$ cat src/logic/ara_defs.svh
// Constants for the conversion request arbiter
`ifndef ARA_DEFS_SVH
`define ARA_DEFS_SVH
`define ARA_NUM_CHAN 19
`define ARA_CHAN_W 5
`define ARA_RES_W 12
`define ARA_CHG_CHAN 5'h11
`define ARA_BUSREG_CHAN 5'h0b
`define ARA_CODE_MAX 12'hfff
`define ARA_CODE_MIN 12'h000
`define ARA_CONV_NS 1000
`define ARA_CLK_NS 5
`define ARA_CONV_CYC ((`ARA_CONV_NS + `ARA_CLK_NS - 1) / `ARA_CLK_NS)
`endif

$ cat src/logic/ara_pkg.sv
// Types for the conversion request arbiter
package ara_pkg;
    typedef enum logic [4:0] {
        ARA_IDLE = 5'b00001,
        ARA_RT0 = 5'b00010,
        ARA_RT1 = 5'b00100,
        ARA_SOFT = 5'b01000,
        ARA_CHG = 5'b10000
    } ara_state_t;
    typedef enum logic [1:0] {
        ARA_SRC_NONE = 2'h0,
        ARA_SRC_RT = 2'h1,
        ARA_SRC_SOFT = 2'h2,
        ARA_SRC_CHG = 2'h3
    } ara_src_t;
endpackage : ara_pkg

$ cat src/logic/ara_lowest_two.sv
// Picks the two lowest-numbered selected channels
`timescale 1ns/1ps
`include "ara_defs.svh"
module ara_lowest_two #(
    parameter int NCH = `ARA_NUM_CHAN
) (
    // Channel selection
    input wire logic [NCH-1:0] sel,
    // Picks
    output logic [`ARA_CHAN_W-1:0] first,
    output logic [`ARA_CHAN_W-1:0] second,
    output logic count_one,
    output logic count_two
);
    logic [NCH-1:0] rest;
    function automatic logic [`ARA_CHAN_W:0] lowest(input logic [NCH-1:0] v);
        logic [`ARA_CHAN_W:0] r;
        r = '0;
        for (int i = NCH - 1; i >= 0; i--) begin
            if (v[i]) begin
                r = {1'b1, i[`ARA_CHAN_W-1:0]};
            end
        end
        return r;
    endfunction : lowest
    always_comb begin
        logic [`ARA_CHAN_W:0] a;
        logic [`ARA_CHAN_W:0] b;
        b = '0;
        a = lowest(sel);
        rest = sel;
        rest[a[`ARA_CHAN_W-1:0]] = 1'b0;
        b = lowest(rest);
        first = a[`ARA_CHAN_W-1:0];
        second = b[`ARA_CHAN_W-1:0];
        count_one = a[`ARA_CHAN_W];
        count_two = a[`ARA_CHAN_W] & b[`ARA_CHAN_W];
    end
endmodule : ara_lowest_two

$ cat src/logic/ara_conv_timer.sv
// Conversion time counter for one converter slot
`timescale 1ns/1ps
`include "ara_defs.svh"
module ara_conv_timer #(
    parameter int CYC = `ARA_CONV_CYC
) (
    // Clock and reset
    input wire logic core_clk,
    input wire logic srst,
    // Control
    input wire logic start,
    input wire logic abort,
    // Status
    output logic done
);
    logic [15:0] cnt_q;
    logic [15:0] cnt_d;
    logic run_q;
    logic run_d;
    initial begin
        if (CYC < 1 || CYC > 65535) begin
            $error("conversion cycle count out of range");
        end
    end
    always_comb begin
        cnt_d = cnt_q;
        run_d = run_q;
        if (abort) begin
            run_d = 1'b0;
        end else if (start) begin
            run_d = 1'b1;
            cnt_d = 16'(CYC - 1);
        end else if (run_q) begin
            if (cnt_q == 16'h0000) begin
                run_d = 1'b0;
            end else begin
                cnt_d = cnt_q - 16'h0001;
            end
        end
    end
    assign done = run_q & (cnt_q == 16'h0000) & ~abort;
    always_ff @(posedge core_clk) begin
        if (srst) begin
            cnt_q <= 16'h0000;
            run_q <= 1'b0;
        end else begin
            cnt_q <= cnt_d;
            run_q <= run_d;
        end
    end
endmodule : ara_conv_timer

$ cat src/logic/ara_arbiter.sv
// Conversion request arbiter for the general-purpose converter
// Overview of operation
// - Soft request bit launches asynchronous conversion
// - Soft result stored; irq only when unmasked
// - Realtime and charger outrank soft requests
// - Soft request waits; running conversion completes
// - Realtime irq raised after blocking sequence
// - Pending soft runs afterwards, then soft irq
// - Charger request self-enables converter
// - Charger conversion forces channel seventeen
// - Charger result internal, no interrupt
// - Realtime outranks charger monitor
// - Results are unsigned twelve-bit codes
// - Channel eleven only without power path
// - Channel seventeen only with power path
// - Realtime aborts others, which reschedule
// - Realtime converts two lowest selected channels
// - Realtime stores both results, raises irq
`timescale 1ns/1ps
`include "ara_defs.svh"
module ara_arbiter
    import ara_pkg::*;
#(
    parameter int NCH = `ARA_NUM_CHAN,
    parameter int CONV_CYC = `ARA_CONV_CYC
) (
    // Clock and reset
    input wire logic core_clk,
    input wire logic srst,
    // Host control
    input wire logic adc_enable_toggle,
    input wire logic [`ARA_CHAN_W-1:0] soft_channel_select,
    input wire logic soft_conv_request_bit,
    input wire logic [NCH-1:0] realtime_chan_sel,
    input wire logic soft_irq_mask,
    input wire logic realtime_irq_mask,
    input wire logic power_path_fuse,
    // Request sources
    input wire logic hw_trigger_pin,
    input wire logic charger_monitor,
    // Converter datapath
    input wire logic [`ARA_RES_W-1:0] conv_code,
    output logic [`ARA_CHAN_W-1:0] mux_chan,
    output logic conv_active,
    // Results
    output logic [7:0] soft_result_low,
    output logic [7:0] soft_result_high,
    output logic [`ARA_RES_W-1:0] realtime_result0,
    output logic [`ARA_RES_W-1:0] realtime_result1,
    output logic [`ARA_RES_W-1:0] charger_result,
    output logic charger_result_valid,
    // Events
    output logic soft_conv_done_irq,
    output logic realtime_conv_done_irq,
    output logic soft_pending
);
    initial begin
        if (NCH != `ARA_NUM_CHAN) begin
            $error("channel count must match the multiplexer");
        end
    end

    ara_state_t st_q, st_d;
    logic rt_pend_q, rt_pend_d;
    logic sw_pend_q, sw_pend_d;
    logic chg_pend_q, chg_pend_d;
    logic trig_q;
    logic start, abort, done;
    logic [`ARA_CHAN_W-1:0] mux_d;
    logic [`ARA_CHAN_W-1:0] rt_first, rt_second;
    logic rt_one, rt_two;
    logic [7:0] swl_d, swh_d;
    logic [`ARA_RES_W-1:0] rt0_d, rt1_d, chg_d;
    logic chg_v_d, sw_irq_d, rt_irq_d, act_d;
    logic [NCH-1:0] rt_sel_ok;

    // Fuse-gated channels are dropped from any selection
    function automatic logic chan_ok(input logic [`ARA_CHAN_W-1:0] c,
                                     input logic fuse);
        chan_ok = !((c == `ARA_BUSREG_CHAN) && fuse) &&
                  !((c == `ARA_CHG_CHAN) && !fuse) &&
                  (c < 5'(`ARA_NUM_CHAN));
    endfunction : chan_ok

    always_comb begin
        for (int i = 0; i < NCH; i++) begin
            rt_sel_ok[i] = realtime_chan_sel[i] &
                           chan_ok(i[`ARA_CHAN_W-1:0], power_path_fuse);
        end
    end

    ara_lowest_two #(.NCH(NCH)) u_pick (
        .sel(rt_sel_ok),
        .first(rt_first),
        .second(rt_second),
        .count_one(rt_one),
        .count_two(rt_two)
    );

    ara_conv_timer #(.CYC(CONV_CYC)) u_timer (
        .core_clk(core_clk),
        .srst(srst),
        .start(start),
        .abort(abort),
        .done(done)
    );

    logic rt_edge;
    assign rt_edge = hw_trigger_pin & ~trig_q;

    always_comb begin
        st_d = st_q;
        start = 1'b0;
        abort = 1'b0;
        mux_d = mux_chan;
        act_d = conv_active;
        rt_pend_d = rt_pend_q | (rt_edge & adc_enable_toggle & rt_one);
        // Merge: a repeat while pending is a no-op
        sw_pend_d = sw_pend_q | (soft_conv_request_bit & adc_enable_toggle &
                    chan_ok(soft_channel_select, power_path_fuse));
        chg_pend_d = chg_pend_q | charger_monitor;
        swl_d = soft_result_low;
        swh_d = soft_result_high;
        rt0_d = realtime_result0;
        rt1_d = realtime_result1;
        chg_d = charger_result;
        chg_v_d = 1'b0;
        sw_irq_d = 1'b0;
        rt_irq_d = 1'b0;
        unique case (st_q)
            ARA_IDLE: begin
                // Fixed priority, realtime first
                if (rt_pend_d) begin
                    st_d = ARA_RT0;
                    rt_pend_d = 1'b0;
                    mux_d = rt_first;
                    start = 1'b1;
                    act_d = 1'b1;
                end else if (chg_pend_d && power_path_fuse) begin
                    st_d = ARA_CHG;
                    chg_pend_d = 1'b0;
                    mux_d = `ARA_CHG_CHAN;
                    start = 1'b1;
                    act_d = 1'b1;
                end else if (sw_pend_d) begin
                    st_d = ARA_SOFT;
                    mux_d = soft_channel_select;
                    start = 1'b1;
                    act_d = 1'b1;
                end else begin
                    // Charger request without a fitted path is dropped
                    chg_pend_d = 1'b0;
                    act_d = 1'b0;
                end
            end
            ARA_RT0: begin
                if (done) begin
                    rt0_d = conv_code;
                    if (rt_two) begin
                        st_d = ARA_RT1;
                        mux_d = rt_second;
                        start = 1'b1;
                    end else begin
                        st_d = ARA_IDLE;
                        rt_irq_d = ~realtime_irq_mask;
                        act_d = 1'b0;
                    end
                end
            end
            ARA_RT1: begin
                if (done) begin
                    rt1_d = conv_code;
                    st_d = ARA_IDLE;
                    rt_irq_d = ~realtime_irq_mask;
                    act_d = 1'b0;
                end
            end
            ARA_SOFT, ARA_CHG: begin
                if (rt_pend_d) begin
                    // Abort; soft pending flag stays set, charger flag is set again, so it reruns
                    abort = 1'b1;
                    if (st_q == ARA_CHG) begin
                        chg_pend_d = 1'b1;
                    end
                    st_d = ARA_IDLE;
                    act_d = 1'b0;
                end else if (done) begin
                    st_d = ARA_IDLE;
                    act_d = 1'b0;
                    if (st_q == ARA_SOFT) begin
                        swl_d = conv_code[7:0];
                        swh_d = {4'h0, conv_code[11:8]};
                        sw_irq_d = ~soft_irq_mask;
                        sw_pend_d = soft_conv_request_bit & adc_enable_toggle &
                            chan_ok(soft_channel_select, power_path_fuse);
                    end else begin
                        chg_d = conv_code;
                        chg_v_d = 1'b1;
                    end
                end
            end
        endcase
    end

    always_ff @(posedge core_clk) begin
        if (srst) begin
            st_q <= ARA_IDLE;
            rt_pend_q <= 1'b0;
            sw_pend_q <= 1'b0;
            chg_pend_q <= 1'b0;
            trig_q <= 1'b0;
            mux_chan <= '0;
            conv_active <= 1'b0;
            soft_result_low <= 8'h00;
            soft_result_high <= 8'h00;
            realtime_result0 <= `ARA_CODE_MIN;
            realtime_result1 <= `ARA_CODE_MIN;
            charger_result <= `ARA_CODE_MIN;
            charger_result_valid <= 1'b0;
            soft_conv_done_irq <= 1'b0;
            realtime_conv_done_irq <= 1'b0;
            soft_pending <= 1'b0;
        end else begin
            st_q <= st_d;
            rt_pend_q <= rt_pend_d;
            sw_pend_q <= sw_pend_d;
            chg_pend_q <= chg_pend_d;
            trig_q <= hw_trigger_pin;
            mux_chan <= mux_d;
            conv_active <= act_d;
            soft_result_low <= swl_d;
            soft_result_high <= swh_d;
            realtime_result0 <= rt0_d;
            realtime_result1 <= rt1_d;
            charger_result <= chg_d;
            charger_result_valid <= chg_v_d;
            soft_conv_done_irq <= sw_irq_d;
            realtime_conv_done_irq <= rt_irq_d;
            soft_pending <= sw_pend_d;
        end
    end

    // Checks
    a_chg_forces_mux: assert property (@(posedge core_clk) disable iff (srst)
        st_q == ARA_CHG |-> mux_chan == `ARA_CHG_CHAN)
        else $error("charger conversion not on channel 17");
    a_chg_no_irq: assert property (@(posedge core_clk) disable iff (srst)
        charger_result_valid |-> !soft_conv_done_irq &&
        !realtime_conv_done_irq)
        else $error("interrupt raised for charger conversion");
    a_rt_over_soft: assert property (@(posedge core_clk) disable iff (srst)
        st_q == ARA_IDLE && rt_pend_d |=> st_q == ARA_RT0)
        else $error("realtime not granted first");
    a_rt_aborts: assert property (@(posedge core_clk) disable iff (srst)
        (st_q == ARA_SOFT || st_q == ARA_CHG) && rt_pend_d
        |=> st_q == ARA_IDLE ##1 st_q == ARA_RT0)
        else $error("realtime did not abort lower work");
    a_soft_irq_mask: assert property (@(posedge core_clk) disable iff (srst)
        soft_conv_done_irq |-> !$past(soft_irq_mask))
        else $error("soft irq while masked");
    a_rt_irq_mask: assert property (@(posedge core_clk) disable iff (srst)
        realtime_conv_done_irq |-> !$past(realtime_irq_mask))
        else $error("realtime irq while masked");
    a_soft_holds: assert property (@(posedge core_clk) disable iff (srst)
        (st_q == ARA_RT0 || st_q == ARA_CHG) && sw_pend_q && !done
        |=> sw_pend_q)
        else $error("held soft request lost");
    a_fuse_ch11: assert property (@(posedge core_clk) disable iff (srst)
        conv_active && power_path_fuse && st_q == ARA_SOFT
        |-> mux_chan != `ARA_BUSREG_CHAN)
        else $error("channel 11 used with power path");
    a_soft_high_zero: assert property (@(posedge core_clk) disable iff (srst)
        soft_result_high[7:4] == 4'h0)
        else $error("soft result exceeds 12 bits");
endmodule : ara_arbiter

$ cat config.mk
export PLATFORM = sky130hd
export DESIGN_NAME = ara_arbiter
export DESIGN_NICKNAME = d
export VERILOG_FILES = /design/src/logic/ara_pkg.sv /design/src/logic/ara_lowest_two.sv /design/src/logic/ara_conv_timer.sv /design/src/logic/ara_arbiter.sv
export VERILOG_INCLUDE_DIRS = /design/src /design/src/logic
export SDC_FILE = /design/constraint.sdc
export NUM_CORES = 1
export LEC_CHECK = 0
export BUFFER_PORTS_ARGS = -buffer_cell sky130_fd_sc_hd__buf_2
export CORE_ASPECT_RATIO = 0.75
export CORE_UTILIZATION = 54
export DETAILED_ROUTE_END_ITERATION = 10
export PLACE_DENSITY = 0.8
export RECOVER_POWER = 25
export SLEW_MARGIN = 40
export SYNTH_ARGS = -nofsm -noshare
export SYNTH_HDL_FRONTEND = slang
export SYNTH_SLANG_ARGS = --single-unit
$ cat constraint.sdc
create_clock -name core_clk -period 5 [get_ports core_clk]
set_input_delay 1 -clock core_clk [delete_from_list [all_inputs] [get_ports core_clk]]
set_output_delay 1 -clock core_clk [all_outputs]
set_load 0.02 [all_outputs]
==> results of run 1 <==
[area by class of cell]
type	instances	area share [%]
multi-input cells	456	50.0
flip-flops and latches	83	32.1
repair buffers	113	10.6
well taps	105	2.54
clock buffers	9	2.39
clock inverters	7	1.69
inverters	9	0.652
[sequential cells by signal, indices dropped and copies added (netlist names)]
register	cells
u_timer.cnt_q	16
charger_result	12
realtime_result0	12
realtime_result1	12
soft_result_low	8
mux_chan	5
st_q	5
soft_result_high	4
charger_result_valid	1
chg_pend_q	1
conv_active	1
realtime_conv_done_irq	1
rt_pend_q	1
soft_conv_done_irq	1
sw_pend_q	1
trig_q	1
u_timer.run_q	1
[cell usage in the layout, fill, tap and decap left out, types with 4 or more instances in the layout]
master and n:
a31oi_1 9, o21ai_0 19, a21oi_1 75, conb_1 4, inv_1 9, a22oi_1 4
dfxtp_1 83, o31ai_1 6, nand4_1 8, buf_2 67, nand2_1 126, clkbuf_8 9
nor4_1 8, clkbuf_1 35, a311oi_1 4, a211oi_1 7, nor3b_1 5, a31o_2 6
nor2b_1 8, mux2i_1 6, nor2_1 31, buf_4 11, nor3_1 19, or2_2 4
or3_1 8, nand2b_1 5, nand3_1 18
[path summary, 6_finish.rpt]
| kind | to | slack [ps] | cells after the start |
|---|---|---|---|
| min | charger_result[3]$_SDFFE_PP0P_ | 460 | 2 |
| max | u_timer.cnt_q[4]$_SDFFE_PP0P_ | 780 | 9 |
| min reg2reg | charger_result[3]$_SDFFE_PP0P_ | 460 | 2 |
| max reg2reg | u_timer.cnt_q[4]$_SDFFE_PP0P_ | 1280 | 9 |
[synthesized netlist by cell type, types with 6 or more instances]
master	count	area (um2)
a211oi_1	7	52.6
a21oi_1	75	375
a31o_2	6	52.6
a31oi_1	9	56.3
clkbuf_1	22	82.6
dfxtp_1	83	1660
inv_1	9	33.8
mux2i_1	6	60.1
nand2_1	126	473
nand3_1	18	90.1
nand4_1	8	50.1
nor2_1	31	116
nor2b_1	8	50.1
nor3_1	19	95.1
nor4_1	8	50.1
o21ai_0	19	95.1
o31ai_1	6	45.0
or3_1	8	50.1
[report_power, final]
part | switching, W | internal (W)
combinational | 0.000331 | 0.000214
sequential | 0.0000665 | 0.000725
clock | 0.000266 | 0.000238
[routing by layer]
metal / wire, um / global-route usage (%) / vias to the layer above
met1: 6260 / 45.9 / 2284
li1: - / - / 2305
met2: 5650 / 42.8 / 234
met4: 174 / 7.95 / 0
met3: 1240 / 6.57 / 18
met5: 0 / 0 / -
[through the flow]
step	cells	utilization, %
after detailed placement	766	63.2
after global routing	782	65.4
after floorplan	581	-
after CTS	782	65.9
after global placement	766	63.1
final	782	65.4
[tightest hold or removal path, stage by stage, from the launching register on]
cell	delay [ps]
dfxtp_1	320
nand2_1	50
a21oi_1	50
[kinds of logic after synthesis]
family	Yosys count	share of synthesized area, %
xor+xnor	5	0.988
fa+ha+maj	2	0.508
buf+inv	42	4.63
flops	83	37.5
compound gates	169	24.7
other cells	1	0.0846
mux	6	1.35
simple gates	270	30.3
==> qor.yml, run 1 <==
cp_max_fo: 11
rsz0062_at_grt: "no"
relSlewSlack_pct: -26.6
reg2reg_from: "u_timer.cnt_q[3]$_SDFFE_PP0P_"
die_h_um: 80.5
crit_type: "input port to register"
hold_viol: 0
vias: 4841
fin_skew_ps: 12.8
timing.max_cap.violations: 1
place_area_um2: 5000
synth_cell_type_count: 76
drtPass1Iterations: 5
async_flop_share_pct: 0
cts.htree.levels: 3
synth_cells: 578
antenna_found_initial: 0
crit_chain: "buf_2 > nor4_1 > nand3_1 > o41ai_1 > nand3_1 > nand3b_4 > o31a_1 > or3_1 > a31oi_1"
worst_skew_pair.late_latency_ps: 360
synth.avg_cell_area_um2: 7.67
port_buffers: 102
cts-root-buf: "clkbuf_8"
ioPinCount: 107
finalCriticalPeriod_ps: 4220
fmax_mhz: 237
dieArea_um2: 8580
dp_hpwl_um: 9820
seq_area_frac_synth_pct: 37.5
grt_pass1_vias: 4050
synth-seq-cells: 83
cpMostUsedCell: "nand3_1"
period_share_pct: 84.3
grt_max_degree: 44
drive_gt1_share_pct: 17.1
hp-class: "register to register"
failed_checks: "capacitance limit, slew limit"
start_util_pct: 56.0
peakVddDrop_v: 0.000243
globalRoute.totalOverflow: 0
p_per_area_nw_per_um2: 355
startpoint: "realtime_chan_sel[2]"
start_kind: "input port"
drtIter0Drc: 442
n_fill_cell: 719
tns_ps: 0
wl_per_cell_um: 17.0
synthFlopType: "dfxtp_1"
tritoncts: "built"
die_w_um: 107
tightest_slew_ps: 1900
wl_um: 13300
hold_ws_ps: 458
nets: 718
cp_slowest_cell: "o41ai_1"
critPathRequiredTime_ps: 5290
multi_input_area_um2: 2590
design_area_um2: 5180
post-cts-setup-buffers: 0
p_leak_nw: 1.88
antennaDiodeCount: 0
worst_slack_ps: 783
cts_max_path_buffers: 2
cts_hold_buf: 0
path_delay_family: "simple AND/OR/NAND/NOR gates"
cp_data_arrival_time_ps: 4500
setup_viol: 0
drc: 0
grt_pass1_wl_um: 20400
pre_cts_ws_ps: 535
maxSlewViolCount: 44
cts_resized: 0
via_per_inst: 6.19
gr-usage-all-layers_pct: 30.4
yosys_warnings: 0
regArea_um2: 1660
coreArea_um2: 7920
cp_num_buf_inv: 1
netlist_area_um2: 4430
place.gp.congestion: 1.01
cts.sinks: 83
clkSlewWorstSetupHoldPaths_ps: 90
area_delta_synth_final_pct: 16.8
max_stage_delay_ps: 870
p_total_w: 0.00184
end_kind: "register"
antenna_left: 0
hp-start: "charger_result[3]$_SDFFE_PP0P_"
cts_buffers: 9
num_rows: 28
status: "finished, violations left"
synth-edff-count: 0
Note: power is estimated with default switching activity, not from simulation.
==> run 2: changes to the inputs <==
--- a/config.mk
+++ b/config.mk
@@ -6,9 +6,10 @@
 export SDC_FILE = /design/constraint.sdc
 export NUM_CORES = 1
 export LEC_CHECK = 0
+export ABC_AREA = 1
 export BUFFER_PORTS_ARGS = -buffer_cell sky130_fd_sc_hd__buf_2
 export CORE_ASPECT_RATIO = 0.75
-export CORE_UTILIZATION = 54
+export CORE_UTILIZATION = 53
 export DETAILED_ROUTE_END_ITERATION = 10
 export PLACE_DENSITY = 0.8
 export RECOVER_POWER = 25
==> constraint.sdc (replaced) <==
create_clock -name core_clk -period 3.9 [get_ports core_clk]
set_input_delay 0.78 -clock core_clk [delete_from_list [all_inputs] [get_ports core_clk]]
set_output_delay 0.78 -clock core_clk [all_outputs]
set_load 0.02 [all_outputs]
==> run 2 against run 1 <==
Net effect:
- the flow still finishes with violations (capacitance limit, slew limit)
- critical path type unchanged
- non-clock buffer count fell by 4
- first-iteration DRC count fell by 34%
- utilization rose by 0.89 points
- worst setup slack got worse by 360 ps
- cell count rose by 8.4%
- largest cell class unchanged
- highest routed layer unchanged
- sequential cell count did not move
- area after synthesis fell by 4.3%
- global-route usage fell by 1.2 points
- critical path depth rose by 11
==> qor.yml, run 2 <==
post-cts-setup-buffers: 0  # unchanged
combPwrFrac_pct: 32.3  # was 29.6%
path_delay_family: "simple AND/OR/NAND/NOR gates"  # unchanged
period_share_pct: 89.2
antenna_found_initial: 0  # unchanged
finalCriticalPeriod_ps: 3480
power_switching_w: 0.000939  # was 0.000664 W
nets: 788  # was 718
synthFlopType: "dfxtp_1"  # unchanged
multi_input_area_um2: 2150  # was 2590 um2
layout_commonest_cell: "nand2_1"  # unchanged
yosys.area.top_type: "dfxtp_1"  # unchanged
cp_slowest_cell: "o21ai_0"  # was o41ai_1
fmax_mhz: 287
globalRoute.totalOverflow: 0  # unchanged
maxSlewViolCount: 45  # was 44
drtIter0Drc: 293  # was 442
synth-seq-cells: 83  # unchanged
p_leak_nw: 2.28  # was 1.88 nW
drtPass1Iterations: 4  # was 5
n_fill_cell: 686  # was 719
cts.sinks: 83  # unchanged
whs_path_depth: 2  # unchanged
end_kind: "register"  # unchanged
largest_reg_flops: 16  # unchanged
timing.max_cap.violations: 1  # unchanged
die_w_um: 105  # was 107 um
power_frac_seq_pct: 42.1  # was 43.0%
regArea_um2: 1660  # unchanged
yosys-top-cells-area: "dfxtp_1, nand2_1, inv_1"  # was dfxtp_1, nand2_1, a21oi_1
synth_cells: 640  # was 578
cts.htree.levels: 3  # unchanged
setup_viol: 0  # unchanged
dieArea_um2: 8370  # was 8580 um2
ioPinCount: 107  # unchanged
start_kind: "input port"  # unchanged
failed_checks: "capacitance limit, slew limit"  # unchanged
place.gp.congestion: 0.939  # was 1.01
async_flop_share_pct: 0  # unchanged
antennaDiodeCount: 0  # unchanged
p_int_w: 0.00143  # was 0.00118 W
yosysMostFrequentCell: "nand2_1"  # unchanged
crit_chain: "buf_2 > inv_1 > nand2_2 > nand3_1 > a31oi_1 > o21ai_0 > nand2_1 > o21ai_1 > nand2_1 > nor2_2 > nand2_2 > nor2_4 > nand3_2 > nand2_2 > nand2_4 > nor2_8 > nor2_2 > nand2_2 > xor2_1 > a21oi_1"  # was buf_2 > nor4_1 > nand3_1 > o41ai_1 > nand3_1 > nand3b_4 > o31a_1 > or3_1 > a31oi_1
peakVddDrop_v: 0.000416  # was 0.000243 V
synth_cell_type_count: 37  # was 76
p_sw_share_pct: 39.7  # was 36.1%
drive_gt1_share_pct: 17.4  # was 17.1%
fin_cells: 848  # was 782
tightest_slew_ps: 2050  # was 1900 ps
vias: 4520  # was 4841
hold_viol: 0  # unchanged
cp_num_buf_inv: 2  # was 1
drc: 0  # unchanged
synth.avg_cell_area_um2: 6.63  # was 7.67 um2
synthDominantCellAreaShare_pct: 39.2  # was 37.5%
via_per_inst: 5.33  # was 6.19
max_stage_delay_ps: 500  # was 870 ps
ff2ff_path_depth: 19  # was 9
cp_data_arrival_time_ps: 3640  # was 4500 ps
wl_per_cell_um: 14.1  # was 17.0 um
layout_common_cells: "nand2_1, inv_1, nor2_1"  # was nand2_1, dfxtp_1, a21oi_1
antenna_left: 0  # unchanged
cts_buffers: 9  # unchanged
gr-usage-all-layers_pct: 29.2  # was 30.4%
rr_endpoint: "u_timer.cnt_q[10]$_SDFFE_PP0P_"  # was u_timer.cnt_q[4]$_SDFFE_PP0P_
p_clk_share_pct: 25.7  # was 27.4%
crit_type: "input port to register"  # unchanged
area_delta_synth_final_pct: 17.7  # was 16.8%
top_register: "u_timer.cnt_q"  # unchanged
status: "finished, violations left"  # unchanged
rsz0062_at_grt: "no"  # unchanged
seq_area_frac_synth_pct: 39.2  # was 37.5%
grt_pass1_wl_um: 19300  # was 20400 um
start_util_pct: 56.3  # was 56.0%
grt_pass1_vias: 4144  # was 4050
dp_hpwl_um: 8950  # was 9820 um
worst_skew_pair.late_latency_ps: 360  # about the same
hp-class: "register to register"  # unchanged
port_buffers: 102  # unchanged
synth-edff-count: 0  # unchanged
hold_ws_ps: 453  # was 458 ps
place_inst: 832  # was 766
netlist_area_um2: 4240  # was 4430 um2
cpMostUsedCell: "nand2_2"  # was nand3_1
num_rows: 27  # was 28
wl_um: 12000  # was 13300 um
die_h_um: 79.5  # was 80.5 um
relSlewSlack_pct: -36.7  # was -26.6%
hp-start: "soft_result_low[0]$_SDFFE_PP0P_"  # was charger_result[3]$_SDFFE_PP0P_
clkSlewWorstSetupHoldPaths_ps: 100  # was 90 ps
yosys-top-cells-count: "nand2_1, inv_1, nor2_1"  # was nand2_1, dfxtp_1, a21oi_1
r2r_slack_ps: 1300  # was 1280 ps
cts_max_path_buffers: 2  # unchanged
pre_cts_ws_ps: 153  # was 535 ps
design_area_um2: 4990  # was 5180 um2
grt_max_degree: 45  # was 44
fin_skew_ps: 11.4  # was 12.8 ps
worst_slack_ps: 421  # was 783 ps
yosys_warnings: 0  # unchanged
tritoncts: "built"  # unchanged
critPathRequiredTime_ps: 4060  # was 5290 ps
cts_hold_buf: 0  # unchanged
p_per_area_nw_per_um2: 474  # was 355 nW/um2
cp_max_fo: 13  # was 11
coreArea_um2: 7530  # was 7920 um2
cts_resized: 0  # unchanged
cts-root-buf: "clkbuf_8"  # unchanged
reg2reg_from: "u_timer.cnt_q[0]$_SDFFE_PP0P_"  # was u_timer.cnt_q[3]$_SDFFE_PP0P_
place_area_um2: 4850  # was 5000 um2
tns_ps: 0  # unchanged
min_to: "soft_result_low[0]$_SDFFE_PP0P_"  # was charger_result[3]$_SDFFE_PP0P_
==> run 2: cell count changes after synthesis, sizes merged, moves of 6 or more <==
cell,previous run,this run
nand2,127,147
a21oi,76,63
inv,9,93
nor2b,8,0
buf,11,5
o21ai,20,63
nor2,32,95
clkbuf,22,16
mux2i,6,0
or3,8,0
a211oi,7,0
a31o,6,0
==> run 2: per-layer routing <==
| metal | routed length, um | part of all wire, % | vias up | global-route usage (%) |
|---|---|---|---|---|
| li1 | - | - | 2267 | - |
| met1 | 5770 | 48 | 2061 | 41.3 |
| met2 | 5200 | 43 | 173 | 45.7 |
| met3 | 856 | 7.1 | 19 | 4.98 |
| met4 | 158 | 1.3 | 0 | 8.45 |
| met5 | 0 | 0 | - | 0 |
==> run 2: worst max-delay path by stage <==
| stage | startpoint | endpoint | cells past startpoint |
|---|---|---|---|
| after floorplan | realtime_chan_sel[3] | u_timer.cnt_q[7]$_SDFFE_PP0P_ | 19 |
| after global placement | power_path_fuse | u_timer.cnt_q[7]$_SDFFE_PP0P_ | 20 |
| after detailed placement | power_path_fuse | u_timer.cnt_q[7]$_SDFFE_PP0P_ | 20 |
| after CTS | power_path_fuse | u_timer.cnt_q[7]$_SDFFE_PP0P_ | 20 |
| after global routing | realtime_chan_sel[16] | u_timer.cnt_q[7]$_SDFFE_PP0P_ | 32 |
| final | power_path_fuse | u_timer.cnt_q[7]$_SDFFE_PP0P_ | 20 |
==> run 2: metrics by stage <==
step	total power (W)	util [%]
floorplan	0.00157	-
global placement	0.00173	64.4
detailed placement	0.00176	64.4
CTS	0.00236	66.9
global route	0.00252	66.3
finish	0.00237	66.3
==> run 2: power by group through the flow <==
stage	clock, W	combinational, W	sequential [W]
after floorplan	0	0.000554	0.00101
after global placement	0	0.000725	0.00101
after detailed placement	0	0.000747	0.00101
after CTS	0.000610	0.000756	0.000993
after global routing	0.000655	0.000860	0.00101
final	0.000607	0.000764	0.000996
==> run 2: area by class of cell <==
class / count / area share, %
Inverter: 93 / 6.99
Clock inverter: 7 / 1.30
Sequential cell: 83 / 33.3
Tap cell: 101 / 2.53
Clock buffer: 9 / 2.48
Multi-Input combinational cell: 446 / 43.0
Timing Repair Buffer: 109 / 10.4
==> run 2: cell families after synthesis <==
logic type,count (synthesis),share of synthesized area [%]
AND/OR/NAND/NOR,294,30.9
flip-flops,83,39.2
AO/OA/AOI/OAI,142,18.1
adder cells (fa/ha/maj),1,0.295
XOR/XNOR,5,1.03
buffers and inverters,114,10.4
other,1,0.0884
==> run 2: worst min-delay path: cells and delay by family, from the launching register on <==
kind	cells	cell delay (ps)
flip-flops	1	320
buffers and inverters	1	50
AO/OA/AOI/OAI	1	50
